## config.mk

```make
export PLATFORM = sky130hd
export DESIGN_NAME = csb_slave
export DESIGN_NICKNAME = d
export VERILOG_FILES = /design/src/hdl/csb_pkg.sv /design/src/hdl/csb_slave.sv /design/src/hdl/csb_pin_sync.sv
export SDC_FILE = /design/constraint.sdc
export NUM_CORES = 1
export LEC_CHECK = 0
export BUFFER_PORTS_ARGS = -buffer_cell sky130_fd_sc_hd__buf_2
export CAP_MARGIN = 10
export CORE_MARGIN = 1
export CORE_UTILIZATION = 38
export DETAILED_ROUTE_END_ITERATION = 12
export HOLD_SLACK_MARGIN = 0.12
export PLACE_DENSITY_LB_ADDON = 0.2
export SYNTH_ARGS = -nofsm -noshare
export SYNTH_HDL_FRONTEND = slang
export SYNTH_SLANG_ARGS = --single-unit
export TNS_END_PERCENT = 1
```

## constraint.sdc

```tcl
create_clock -name clk -period 4.6 [get_ports clk]
set_clock_uncertainty 0.05 [all_clocks]
set_input_delay 0.23 -clock clk [delete_from_list [all_inputs] [get_ports clk]]
set_output_delay 0.23 -clock clk [all_outputs]
set_load 0.01 [all_outputs]
```

## src/hdl/csb_pkg.sv

```systemverilog
// constants, carriers and decoders for the charger bus slave
// assumes a single 200 MHz clock domain and a bus host on two pins
package csb_pkg;

    // ==========================================================
    // timing
    localparam int CLK_MHZ = 200;
    localparam int RS_HIGH_MAX_US = 50;
    // longest time rounds down to whole cycles
    localparam int RS_HIGH_MAX_CYC = RS_HIGH_MAX_US * CLK_MHZ;
    localparam int ALERT_MIN_MS = 6;
    localparam int ALERT_MAX_MS = 10;
    // aim at the middle of the window for margin on both sides
    localparam int ALERT_CYC =
        (ALERT_MIN_MS + ALERT_MAX_MS) / 2 * CLK_MHZ * 1000;
    localparam int TMR_W = 24;

    // ==========================================================
    // addresses, commands, fields
    localparam logic [7:0] WRITE_SLAVE_ADDRESS = 8'h12;
    localparam logic [7:0] READ_SLAVE_ADDRESS = 8'h13;
    localparam logic [7:0] CMD_MODE = 8'h12;
    localparam logic [7:0] CMD_STATUS = 8'h13;
    localparam logic [7:0] CMD_CHG_CUR = 8'h14;
    localparam logic [7:0] CMD_CHG_VOLT = 8'h15;
    localparam logic [7:0] CMD_IN_CUR = 8'h3f;
    localparam int CHG_OC_BIT = 0;
    localparam int ADP_OC_BIT = 1;
    localparam logic [15:0] REG_RST = 16'h0000;
    localparam logic [3:0] BIT_LAST = 4'h8;

    // ==========================================================
    // types
    typedef enum logic [2:0] {
        ST_IDLE, ST_ADDR, ST_CMD, ST_WDATA, ST_ACK, ST_RDATA, ST_RACK,
        ST_WAIT
    } csb_state_t;

    // control words written by the host
    typedef struct packed {
        logic [15:0] mode;
        logic [15:0] chg_cur;
        logic [15:0] chg_volt;
        logic [15:0] in_cur;
    } csb_ctrl_t;

    // true for a non-reserved command code
    function automatic logic csb_cmd_ok(input logic [7:0] c);
        return c == CMD_MODE || c == CMD_STATUS || c == CMD_CHG_CUR ||
            c == CMD_CHG_VOLT || c == CMD_IN_CUR;
    endfunction : csb_cmd_ok

endpackage : csb_pkg

```

## src/hdl/csb_slave.sv

```systemverilog
// charger bus slave: word read/write, status latches and alert timer
// assumes scl/sda pins from an outside host and status from same clock
// Summary of operation
// - ack read address only after quick repeated start
// - read returns at most two data bytes, one if the host nacks the first
// - start or stop aborts any transfer phase
// - any stop returns the machine to idle
// - idle ignores everything until a start
// - only valid commands select write or read data
// - read phase sends current register contents
// - foreign slave address gets no acknowledge
// - reserved command is neither acked nor stored
// - status bit change raises the alert output
// - charge overcurrent bit latches until status read
// - adapter overcurrent bit latches until status read
// - own addresses are 12h write, 13h read
// - valid commands 12h,13h,14h,15h,3Fh only
// - alert rises 6 to 10 ms after change
// - word write commits after second data ack
`timescale 1ns/10ps
module csb_slave
    import csb_pkg::*;
#(
    parameter int RS_CYC = RS_HIGH_MAX_CYC,
    parameter int ALERT_CYC_P = ALERT_CYC
) (
    input wire logic clk,
    input wire logic rst_b,
    input wire logic scl_in,
    input wire logic sda_in,
    output logic sda_out,
    output logic sda_oe,
    input wire logic [15:0] status_in,
    input wire logic chg_oc_det,
    input wire logic adp_oc_det,
    output logic alert,
    output csb_ctrl_t ctrl
);

    localparam logic [TMR_W-1:0] RS_LIM = TMR_W'(RS_CYC);
    localparam logic [TMR_W-1:0] ALM_LAST = TMR_W'(ALERT_CYC_P - 1);

    typedef struct packed {
        csb_state_t st;
        csb_state_t nxt;
        logic scl_p;
        logic sda_p;
        logic [7:0] sh;
        logic [3:0] cnt;
        logic byte_i;
        logic rs_ok;
        logic cmd_ok;
        logic [7:0] cmd;
        logic [7:0] lo;
        logic [7:0] tx;
        logic [15:0] rd_word;
        logic rack_ok;
        logic commit;
        logic sda_oe;
        logic [TMR_W-1:0] hi_cnt;
        csb_ctrl_t regs;
        logic chg_oc;
        logic adp_oc;
        logic [15:0] stat_prev;
        logic alm_run;
        logic [TMR_W-1:0] alm_cnt;
        logic alert;
    } csb_core_t;

    csb_core_t q;
    csb_core_t d;
    logic [1:0] pv;
    logic scl;
    logic sda;
    logic rise;
    logic fall;
    logic start;
    logic stop;
    logic [15:0] sw;
    logic [15:0] rd_w;
    logic stat_rd;
    logic commit_now;
    logic byte_end;

    // ==========================================================
    // pin conditioning
    csb_pin_sync #(.W(2)) u_sync (
        .clk(clk),
        .rst_b(rst_b),
        .pin_in({scl_in, sda_in}),
        .pin_val(pv)
    );

    // edge and condition decode on the filtered lines
    assign scl = pv[1];
    assign sda = pv[0];
    assign rise = scl && !q.scl_p;
    assign fall = !scl && q.scl_p;
    assign start = scl && q.scl_p && q.sda_p && !sda;
    assign stop = scl && q.scl_p && !q.sda_p && sda;
    assign byte_end = fall && q.cnt == BIT_LAST;
    assign commit_now = fall && q.st == ST_ACK && q.commit;

    // status word with the latched overcurrent bits in place
    always_comb begin
        sw = status_in;
        sw[CHG_OC_BIT] = q.chg_oc;
        sw[ADP_OC_BIT] = q.adp_oc;
    end

    // register selected by the stored command
    always_comb begin
        unique case (q.cmd)
            CMD_MODE: rd_w = q.regs.mode;
            CMD_STATUS: rd_w = sw;
            CMD_CHG_CUR: rd_w = q.regs.chg_cur;
            CMD_CHG_VOLT: rd_w = q.regs.chg_volt;
            default: rd_w = q.regs.in_cur;
        endcase
    end

    // status is read when its low byte is loaded for sending
    assign stat_rd = fall && q.st == ST_ACK && q.nxt == ST_RDATA &&
        q.cmd == CMD_STATUS;

    // ==========================================================
    // protocol, latches and alert
    always_comb begin
        d = q;
        d.scl_p = scl;
        d.sda_p = sda;
        // clock-high timer, restarted at every rising edge
        if (rise) begin
            d.hi_cnt = '0;
        end else if (scl && !(&q.hi_cnt)) begin
            d.hi_cnt = q.hi_cnt + 1'b1;
        end
        if (stop) begin
            d.st = ST_IDLE;
            d.sda_oe = 1'b0;
            d.commit = 1'b0;
            d.cmd_ok = 1'b0;
            d.rs_ok = 1'b0;
        end else if (start) begin
            // a start inside a transaction is a repeated start
            d.rs_ok = q.st != ST_IDLE && q.hi_cnt < RS_LIM;
            d.st = ST_ADDR;
            d.cnt = '0;
            d.sda_oe = 1'b0;
            d.commit = 1'b0;
        end else if (q.st == ST_IDLE) begin
            d.st = ST_IDLE;
        end else if (rise) begin
            if ((q.st == ST_ADDR || q.st == ST_CMD || q.st == ST_WDATA)
                && q.cnt != BIT_LAST) begin
                d.sh = {q.sh[6:0], sda};
                d.cnt = q.cnt + 1'b1;
            end
            if (q.st == ST_RACK) begin
                d.rack_ok = !sda;
            end
        end else if (fall) begin
            unique case (q.st)
                ST_ADDR: begin
                    if (byte_end) begin
                        d.cnt = '0;
                        d.st = ST_WAIT;
                        if (q.sh == WRITE_SLAVE_ADDRESS) begin
                            d.st = ST_ACK;
                            d.nxt = ST_CMD;
                            d.sda_oe = 1'b1;
                            d.cmd_ok = 1'b0;
                        end else if (q.sh == READ_SLAVE_ADDRESS &&
                            q.rs_ok && q.cmd_ok) begin
                            d.st = ST_ACK;
                            d.nxt = ST_RDATA;
                            d.sda_oe = 1'b1;
                        end
                    end
                end
                ST_CMD: begin
                    if (byte_end) begin
                        d.cnt = '0;
                        d.st = ST_WAIT;
                        if (csb_cmd_ok(q.sh)) begin
                            d.cmd = q.sh;
                            d.cmd_ok = 1'b1;
                            d.sda_oe = 1'b1;
                            d.st = ST_ACK;
                            d.nxt = ST_WDATA;
                            d.byte_i = 1'b0;
                        end
                    end
                end
                ST_WDATA: begin
                    if (byte_end) begin
                        d.cnt = '0;
                        d.sda_oe = 1'b1;
                        d.st = ST_ACK;
                        if (!q.byte_i) begin
                            d.lo = q.sh;
                            d.byte_i = 1'b1;
                            d.nxt = ST_WDATA;
                        end else begin
                            d.commit = 1'b1;
                            d.nxt = ST_WAIT;
                        end
                    end
                end
                ST_ACK: begin
                    d.sda_oe = 1'b0;
                    d.st = q.nxt;
                    // commit only at the end of the second data ack
                    if (q.commit) begin
                        d.commit = 1'b0;
                        unique case (q.cmd)
                            CMD_MODE: d.regs.mode = {q.sh, q.lo};
                            CMD_CHG_CUR: d.regs.chg_cur = {q.sh, q.lo};
                            CMD_CHG_VOLT: d.regs.chg_volt = {q.sh, q.lo};
                            CMD_IN_CUR: d.regs.in_cur = {q.sh, q.lo};
                            default: d.regs = q.regs; // status is read-only
                        endcase
                    end
                    if (q.nxt == ST_RDATA) begin
                        // snapshot the word; low byte goes first
                        d.rd_word = rd_w;
                        d.byte_i = 1'b0;
                        d.sda_oe = !rd_w[7];
                        d.tx = {rd_w[6:0], 1'b0};
                        d.cnt = 4'h1;
                    end
                end
                ST_RDATA: begin
                    if (q.cnt != BIT_LAST) begin
                        d.sda_oe = !q.tx[7];
                        d.tx = {q.tx[6:0], 1'b0};
                        d.cnt = q.cnt + 1'b1;
                    end else begin
                        d.sda_oe = 1'b0;
                        d.st = ST_RACK;
                        d.rack_ok = 1'b0;
                    end
                end
                ST_RACK: begin
                    d.st = ST_WAIT;
                    if (q.rack_ok && !q.byte_i) begin
                        d.byte_i = 1'b1;
                        d.st = ST_RDATA;
                        d.sda_oe = !q.rd_word[15];
                        d.tx = {q.rd_word[14:8], 1'b0};
                        d.cnt = 4'h1;
                    end
                end
                default: begin
                    d.sda_oe = 1'b0;
                end
            endcase
        end
        // overcurrent latches: a new event wins over the read clear
        if (chg_oc_det) begin
            d.chg_oc = 1'b1;
        end else if (stat_rd) begin
            d.chg_oc = 1'b0;
        end
        if (adp_oc_det) begin
            d.adp_oc = 1'b1;
        end else if (stat_rd) begin
            d.adp_oc = 1'b0;
        end
        // alert delay timer, started by a status change while it is stopped and alert is low
        d.stat_prev = sw;
        if (sw != q.stat_prev && !q.alm_run && !q.alert) begin
            d.alm_run = 1'b1;
            d.alm_cnt = '0;
        end else if (q.alm_run) begin
            d.alm_cnt = q.alm_cnt + 1'b1;
            if (q.alm_cnt == ALM_LAST) begin
                d.alm_run = 1'b0;
                d.alert = 1'b1;
            end
        end
        if (stat_rd && !(q.alm_run && q.alm_cnt == ALM_LAST)) begin
            d.alert = 1'b0;
        end
    end

    always_ff @(posedge clk) begin
        if (!rst_b) begin
            q <= '0;
            q.st <= ST_IDLE;
            q.nxt <= ST_IDLE;
            q.scl_p <= 1'b1;
            q.sda_p <= 1'b1;
            q.regs <= '{REG_RST, REG_RST, REG_RST, REG_RST};
        end else begin
            q <= d;
        end
    end

    // open drain: the line is only ever pulled low
    assign sda_out = 1'b0;
    assign sda_oe = q.sda_oe;
    assign alert = q.alert;
    assign ctrl = q.regs;
endmodule : csb_slave

```

## src/hdl/csb_pin_sync.sv

```systemverilog
// three-stage pin synchroniser with agreement filter
// assumes pins are asynchronous to clk; output changes only on agreement
`timescale 1ns/10ps
module csb_pin_sync #(
    parameter int W = 2
) (
    input wire logic clk,
    input wire logic rst_b,
    input wire logic [W-1:0] pin_in,
    output logic [W-1:0] pin_val
);

    typedef struct packed {
        logic [W-1:0] ff1;
        logic [W-1:0] ff2;
        logic [W-1:0] ff3;
        logic [W-1:0] val;
    } csb_sync_t;

    csb_sync_t q;
    csb_sync_t d;

    // ==========================================================
    // chain; ff1 feeds only ff2 so metastability stays contained
    always_comb begin
        d = q;
        d.ff1 = pin_in;
        d.ff2 = q.ff1;
        d.ff3 = q.ff2;
        for (int i = 0; i < W; i++) begin
            if (q.ff2[i] == q.ff3[i]) begin
                d.val[i] = q.ff3[i];
            end
        end
    end

    // pins idle high, so reset to high avoids a false edge
    always_ff @(posedge clk) begin
        if (!rst_b) begin
            q <= '{default: '1};
        end else begin
            q <= d;
        end
    end

    assign pin_val = q.val;

endmodule : csb_pin_sync

```

==> reports/metrics.cfg, run 1 <==
[min_path]
whs_path_depth=2
whs_endpoint=u_sync.d[2]
hp-class=input pin to flip-flop
hp-start=rst_b

[route]
wire_per_inst_um=17.55
drt-initial-drc-count=589
vias=8061
routed_wl_um=26400
ant_nets=0
via_per_inst=5.360
drc=0
dr.pass1.iters=5

[worst_setup_path]
ff2ff_setup_slack_ns=1.38
critPathKind=flip-flop to flip-flop
rr_endpoint=ctrl[11]
crit_path_start_kind=flip-flop
path_max_fanout=11
r2r-start=u_sync.pin_val[1]
critPathRequiredTime_ns=4.86
reg2reg_depth=8
end_kind=flip-flop
critPathArrivalTime_ns=3.48

[power_and_ir_drop]
power_density_mw_per_mm2=315.0
power.total_uw=3437
peakVddDrop_v=0.0001615
p_leak_uw=0.004113

[run_status]
status=completed

[synthesis]
ys_ff_latch=197
ys_top_cells_by_count=dfxtp_1 (197), nor2_1 (142), nand2_1 (104), mux2i_1 (83), buf_4 (70)
yosysWarnings=0
syn_avg_cell_area_um2=8.606
synth_edf_count=0
netlist_area_mm2=0.01002
synth.area.top_cells=dfxtp_1 (39%), mux2i_1 (8.3%), nor2_1 (5.3%)
synthFlopType=dfxtp_1
yosysMostFrequentCell=dfxtp_1
synth_cell_types=81
synth.top_cell.area_share_pct=39.37
yosys.area.top_type=dfxtp_1
async_flop_share_pct=0
syn_nets=1194
synthCells=1164
ys_seq_area_share_pct=39.37

[placement]
dpl_cell_area_mm2=0.01011
numPortBuffers=85
preCtsSetupSlack_ns=1.422
routabilityCongestion=0.8454
dp_hpwl_um=18080

[floorplan]
dieArea_mm2=0.02701
die_x_um=164.4
initial_core_util_pct=38.55
ios=89
die_h_um=164.4
core-area_mm2=0.02598
placementRows=59

[run]
drv_cap=0

[grt]
overflow=0
antenna_found_initial=2
grt_max_degree=64
grt_pass1_vias=7374
track_usage_pct=19.79
grt_first_pass_wirelength_um=41280

[sta]
hold_viol=0
setup-tns-final_ns=0
setup_ws_ns=1.383
slew-limit-headroom_pct=15.70
worst_slew_pin_slew_ns=1.253
rsz0062_at_grt=no
setup_violations=0
clock.fmax_mhz=310.8
finalCritPeriodShare_pct=69.94
fin_crit_ns=3.217
slew_violations=0

[clock_tree]
cts_root_buf=clkbuf_16
cts_sinks=197
h-tree-depth=4
worstSkewPairLatency_ns=0.45
numCtsBuffers=17
path_clk_slew_ns=0.08
clockBufferDepth=2
tritoncts=done

[layout]
layout-drive-gt1-share_pct=13.61
nets=1185
post-route-util_pct=41.98
syn_to_final_growth_pct=8.906
design_area_mm2=0.01091

cell families after synthesis:
| logic type | share of synthesized area [%] |
|---|---|
| simple gates | 22.21 |
| compound gates | 14.16 |
| flops | 39.37 |
| buf+inv | 9.131 |
| mux | 9.193 |
| xor+xnor | 4.896 |
| fa+ha+maj | 0.9993 |
| other cells | 0.03744 |
layout make-up:
| type | count | area [um2] |
|---|---|---|
| Fill cell | 2625 | 15080 |
| Tap cell | 335 | 419.2 |
| Antenna cell | 1 | 2.502 |
| Multi-Input combinational cell | 807 | 5170 |
| Clock buffer | 18 | 439.2 |
| Clock inverter | 14 | 178.9 |
| Sequential cell | 197 | 3944 |
| Inverter | 18 | 67.56 |
| Timing Repair Buffer | 114 | 688.2 |
where the power goes:
part           switching (uW)  internal, uW
clock                     767           799
sequential               13.7          1720
combinational            86.3          52.1
per-stage QoR:
step                      std cells  hold slack (ns)
after CTS                      1503           0.2832
after detailed placement       1453           0.3440
after floorplan                1164           0.2815
after global placement         1453           0.3433
final                          1504           0.2749
after global routing           1503           0.3233
per-layer routing:
| metal | GRT usage, % | share of wire [%] | up-vias |
|---|---|---|---|
| met5 | 0 | 0.053 | - |
| met3 | 3.283 | 4.0 | 24 |
| met4 | 5.766 | 1.3 | 2 |
| met2 | 30.82 | 45 | 178 |
| met1 | 27.83 | 49 | 3841 |
| li1 | - | - | 4016 |
cell usage in the layout, fill, tap and decap left out, types with 12 or more instances in the layout:
master | netlist | routed
dfxtp_1 | 197 | 197
nor2_1 | 142 | 142
nand2_1 | 104 | 104
buf_2 | 21 | 85
mux2i_1 | 83 | 83
o21ai_0 | 50 | 50
a21oi_1 | 43 | 43
xnor2_1 | 42 | 42
nand3_1 | 28 | 28
nand4_1 | 22 | 22
and2_1 | 19 | 19
dlygate4sd3_1 | 0 | 18
inv_1 | 17 | 17
and3_1 | 17 | 17
clkbuf_16 | 0 | 17
nand2b_1 | 15 | 15
nor3_1 | 14 | 14
xor2_1 | 14 | 14
a22oi_1 | 14 | 14
a31oi_1 | 13 | 13
or3_1 | 12 | 12
worst max-delay path, cell delays in order (launching register included):
cell and delay, ns:
dfxtp_1 0.43, inv_1 0.17, ha_1 0.42, nand4bb_1 0.29, a2111oi_4 0.60, and3_1 0.53, buf_4 0.31, mux2i_1 0.21
nor2_1 0.06
how the worst max path moves through the flow:
stage	slack, ns	depth (start not counted)	startpoint	end
4_1_cts	1.40	8	u_sync.pin_val[1]	ctrl[11]
3_3_place_gp	1.49	8	u_sync.pin_val[1]	ctrl[15]
6_report	1.38	8	u_sync.pin_val[1]	ctrl[11]
2_1_floorplan	2.19	11	u_sync.pin_val[1]	ctrl[10]
3_5_place_dp	1.42	8	u_sync.pin_val[1]	ctrl[11]
5_1_grt	1.14	8	u_sync.pin_val[1]	ctrl[11]
sequential cells by signal (all words and copies together), names as in the netlist:
register and count:
u_sync.q 2, alert 1, q 121, u_sync.pin_val 2, ctrl 64, u_sync.d 4
d 2, sda_oe 1
repair_timing:
item | CTS | global route
hold buffers | 18 | 0
gates resized for setup | 0 | 0
endpoints found under the hold margin | 18 | 0
setup buffers | 0 | 0
No activity file was read; power rests on OpenSTA's default activity.
==> run 2, diff against run 1 <==
==> constraint.sdc (replaced) <==
create_clock -name clk -period 3.1 [get_ports clk]
set_clock_uncertainty 0.05 [all_clocks]
set_input_delay 0.155 -clock clk [delete_from_list [all_inputs] [get_ports clk]]
set_output_delay 0.155 -clock clk [all_outputs]
set_load 0.01 [all_outputs]
==> reports/metrics.cfg, run 2 (synthesis gave the netlist of run 1 again) <==
[layout]
final_cell_mix=dfxtp_1 (197), nor2_1 (142), nand2_1 (104), buf_2 (85), mux2i_1 (83)
nets=1204
fill_cells=2619
diodes=0
largest_reg_flops=121
design_area_mm2=0.01102
layout-drive-gt1-share_pct=14.66
layout_commonest_cell=dfxtp_1
largest_register=q
stdcell_count=1522
post-route-util_pct=42.42
syn_to_final_growth_pct=10.04

[worst_setup_path]
r2r-start=u_sync.pin_val[1]
crit_path_start_kind=flip-flop
ff2ff_setup_slack_ns=0.45
rr_endpoint=ctrl[0]
critPathRequiredTime_ns=3.35
cp_cell_sequence=inv_1, ha_1, nand4bb_1, a2111oi_4, and3_1, buf_4, mux2i_1, nor2_1
critPathKind=flip-flop to flip-flop
end_kind=flip-flop
slowest_delay_ns=0.59
path_buf_inv=2
reg2reg_depth=8
worstSetupPathDepth=8
critPathArrivalTime_ns=2.90
slowest_stage=a2111oi_4
cp_top_family=compound AO/OA/AOI/OAI gates
path_max_fanout=16

[route]
drc=0
routed_wl_um=26180
wl_met1_um=12690
wl_met2_um=11970
dr_wl_met3_um=1164
drt-initial-drc-count=530
wire_per_inst_um=17.20
routed.top_layer=met5
via_per_inst=5.338
dr.pass1.iters=6
vias=8125
ant_nets=0

[min_path]
hp-class=flip-flop to flip-flop
whs_endpoint=u_sync.d[2]
whs_path_depth=1
hp-start=u_sync.d[4]

[clock_tree]
cts_root_buf=clkbuf_16
post_cts_buffers=0
worstSkewPairLatency_ns=0.45
cts_resized=0
path_clk_slew_ns=0.08
cts_sinks=197
h-tree-depth=4
tritoncts=done
numCtsBuffers=17
clockBufferDepth=2

[floorplan]
die_h_um=164.4
die_x_um=164.4
core-area_mm2=0.02598
ios=89
placementRows=59
initial_core_util_pct=38.55
dieArea_mm2=0.02701

[sta]
slew_violations=0
setup-tns-final_ns=0
hold_ws_ns=0.3595
worst_slew_pin_slew_ns=0.9050
rsz0062_at_grt=no
hold_viol=0
fin_crit_ns=2.652
slew-limit-headroom_pct=39.66
finalCritPeriodShare_pct=85.55
clock.fmax_mhz=377.1
setup_violations=0

[grt]
grt_first_pass_wirelength_um=41370
overflow=0
track_usage_pct=19.83
grt_max_degree=85
grt_pass1_vias=7404
antenna_found_initial=2

[power_and_ir_drop]
p_leak_uw=0.004188
seqPwrFrac_pct=51.4
p_int_uw=3718
power_frac_clock_pct=44.4
switching_power_uw=1287
peakVddDrop_v=0.0002801
swShare_pct=25.72
power_density_mw_per_mm2=454.1
p_comb_share_pct=4.2

[placement]
dpl_cell_area_mm2=0.01023
routabilityCongestion=0.8872
numPortBuffers=85
dpl.cell_count=1469
dp_hpwl_um=18210

[run]
drv_cap=0

[run_status]
status=completed

## run 2: power groups by stage
stage | clock network [uW] | logic, uW | registers (uW)
detailed placement | 0 | 188 | 2630
global route | 2390 | 231 | 2580
global placement | 0 | 189 | 2630
CTS | 2280 | 209 | 2570
floorplan | 0 | 134 | 2620
finish | 2220 | 210 | 2570
## run 2: what timing repair did
action	CTS	global route
endpoints found under the setup margin	0	0
hold buffers	21	0
hold endpoints to repair	31	0
## run 2: worst max-delay path by stage
stage / start / slack, ns / endpoint
3_3_place_gp: u_sync.pin_val[1] / 0.53 / ctrl[4]
2_1_floorplan: u_sync.pin_val[1] / 0.69 / ctrl[10]
6_report: u_sync.pin_val[1] / 0.45 / ctrl[0]
4_1_cts: u_sync.pin_val[1] / 0.43 / ctrl[0]
3_5_place_dp: u_sync.pin_val[1] / 0.49 / ctrl[2]
5_1_grt: u_sync.pin_val[1] / 0.25 / q[181]
## run 2: metrics by stage
step / worst slack (ns) / total power, uW
global placement: 0.5313 / 2822
CTS: 0.4271 / 5059
detailed placement: 0.4864 / 2822
floorplan: 0.6899 / 2757
global route: 0.2478 / 5196
finish: 0.4479 / 5005
## run 2: cell type report
type / count / area [um2] / share of cell area (%)
clock inverters: 14 / 155.1 / 1.407
multi-input cells: 807 / 5170 / 46.90
flip-flops and latches: 197 / 3944 / 35.78
inverters: 18 / 67.56 / 0.6129
repair buffers: 133 / 838.3 / 7.605
clock buffers: 18 / 429.2 / 3.893
well taps: 335 / 419.2 / 3.802
## run 2: per-layer routing
metal / global-route usage, % / up-vias
met3: 3.662 / 30
met2: 31.42 / 185
met4: 5.556 / 4
met5: 0 / -
met1: 27.31 / 3855
li1: - / 4051
==> run 3, diff against run 2 <==
--- a/config.mk
+++ b/config.mk
@@ -11,7 +11,7 @@
 export CORE_UTILIZATION = 38
 export DETAILED_ROUTE_END_ITERATION = 12
 export HOLD_SLACK_MARGIN = 0.12
-export PLACE_DENSITY_LB_ADDON = 0.2
+export PLACE_DENSITY = 0.54
 export SYNTH_ARGS = -nofsm -noshare
 export SYNTH_HDL_FRONTEND = slang
 export SYNTH_SLANG_ARGS = --single-unit
==> reports/metrics.cfg, run 3 (synthesis gave the netlist of run 1 again) <==
[clock_tree]
h-tree-depth=4
cts_root_buf=clkbuf_16
path_clk_slew_ns=0.07
clockBufferDepth=2
postCtsHoldBufs=21
worstSkewPairLatency_ns=0.44
numCtsBuffers=17
cts_resized=0
post_cts_buffers=0
tritoncts=done
cts_sinks=197

[sta]
slew-limit-headroom_pct=53.21
finalCritPeriodShare_pct=82.92
setup_violations=0
clock.fmax_mhz=389.0
worst_slew_pin_slew_ns=0.7004
slew_violations=0
fin_crit_ns=2.571
setup-tns-final_ns=0
hold_viol=0
rsz0062_at_grt=no

[route]
ant_nets=0
vias=8142
dr.pass1.iters=5
wire_per_inst_um=17.39
via_per_inst=5.332
drc=0
routed_wl_um=26560
drt-initial-drc-count=663

[layout]
nets=1209
layout_commonest_cell=dfxtp_1
post-route-util_pct=42.83
layout-drive-gt1-share_pct=15.10
final_cell_mix=dfxtp_1 (197), nor2_1 (142), nand2_1 (104), buf_2 (85), mux2i_1 (83)
syn_to_final_growth_pct=11.10
largest_register=q
largest_reg_flops=121
stdcell_count=1527
diodes=0

[worst_setup_path]
end_kind=flip-flop
critPathRequiredTime_ns=3.37
ff2ff_setup_slack_ns=0.53
crit_path_start_kind=flip-flop
path_max_fanout=11
rr_endpoint=q[179]
critPathKind=flip-flop to flip-flop
critPathArrivalTime_ns=2.84
reg2reg_depth=8
r2r-start=u_sync.pin_val[1]

[placement]
routabilityCongestion=0.8806
dpl.cell_count=1474
dp_hpwl_um=18340
numPortBuffers=85

[run_status]
status=completed

[floorplan]
die_x_um=164.4
die_h_um=164.4
placementRows=59
initial_core_util_pct=38.55
core-area_mm2=0.02598
ios=89
dieArea_mm2=0.02701

[min_path]
whs_endpoint=u_sync.d[2]
hp-start=u_sync.d[4]
whs_path_depth=1
hp-class=flip-flop to flip-flop

[grt]
grt_first_pass_wirelength_um=41810
overflow=0
track_usage_pct=19.94
antenna_found_initial=0
grt_pass1_vias=7495
grt_max_degree=78

[run]
drv_cap=0

[power_and_ir_drop]
peakVddDrop_v=0.0003726
power_density_mw_per_mm2=465.3
p_leak_uw=0.004242

## run 3: power by group
part           internal (uW)  switching, uW
Clock                   1270           1130
Combinational           84.3            129
Sequential              2550           20.8
Total                   3900           1270
## run 3: worst max path at each step
stage / startpoint / end / slack (ns) / cells after the start
final: u_sync.pin_val[1] / q[179] / 0.53 / 8
after global routing: u_sync.pin_val[1] / q[181] / 0.22 / 8
after CTS: u_sync.pin_val[1] / q[179] / 0.51 / 8
after detailed placement: u_sync.pin_val[1] / q[181] / 0.53 / 8
after global placement: u_sync.pin_val[1] / q[179] / 0.55 / 8
after floorplan: u_sync.pin_val[1] / ctrl[10] / 0.69 / 11
## run 3: routing by layer
metal	track usage [%]	part of all wire, %	up-vias
met5	0	0	-
met4	4.882	1.1	0
met3	2.879	4.3	22
met2	31.20	45	193
met1	28.53	50	3874
li1	-	-	4053
## run 3: final cells by class
cell class | instances | area [um2]
fillers | 2615 | 14860
multi-input cells | 807 | 5170
flip-flops and latches | 197 | 3944
repair buffers | 138 | 888.4
clock buffers | 18 | 439.2
well taps | 335 | 419.2
clock inverters | 14 | 201.4
inverters | 18 | 67.56
## run 3: worst max-delay path, stage by stage (launching register included)
cell      delay [ns]
dfxtp_1         0.42
inv_1           0.16
ha_1            0.18
buf_4           0.18
and4b_1         0.33
a21oi_1         0.10
a211oi_1        0.60
o22ai_1         0.26
mux2i_1         0.17
## run 3: stage by stage
step | hold slack, ns | total power (uW) | instance area, um2 | worst slack, ns
2_1_floorplan | 0.2065 | 2757 | 10020 | 0.6899
3_3_place_gp | 0.2931 | 2824 | 10280 | 0.5493
3_5_place_dp | 0.2984 | 2824 | 10280 | 0.5308
4_1_cts | 0.3682 | 5233 | 11130 | 0.5080
5_1_grt | 0.3855 | 5366 | 11130 | 0.2246
6_report | 0.3645 | 5179 | 11130 | 0.5294
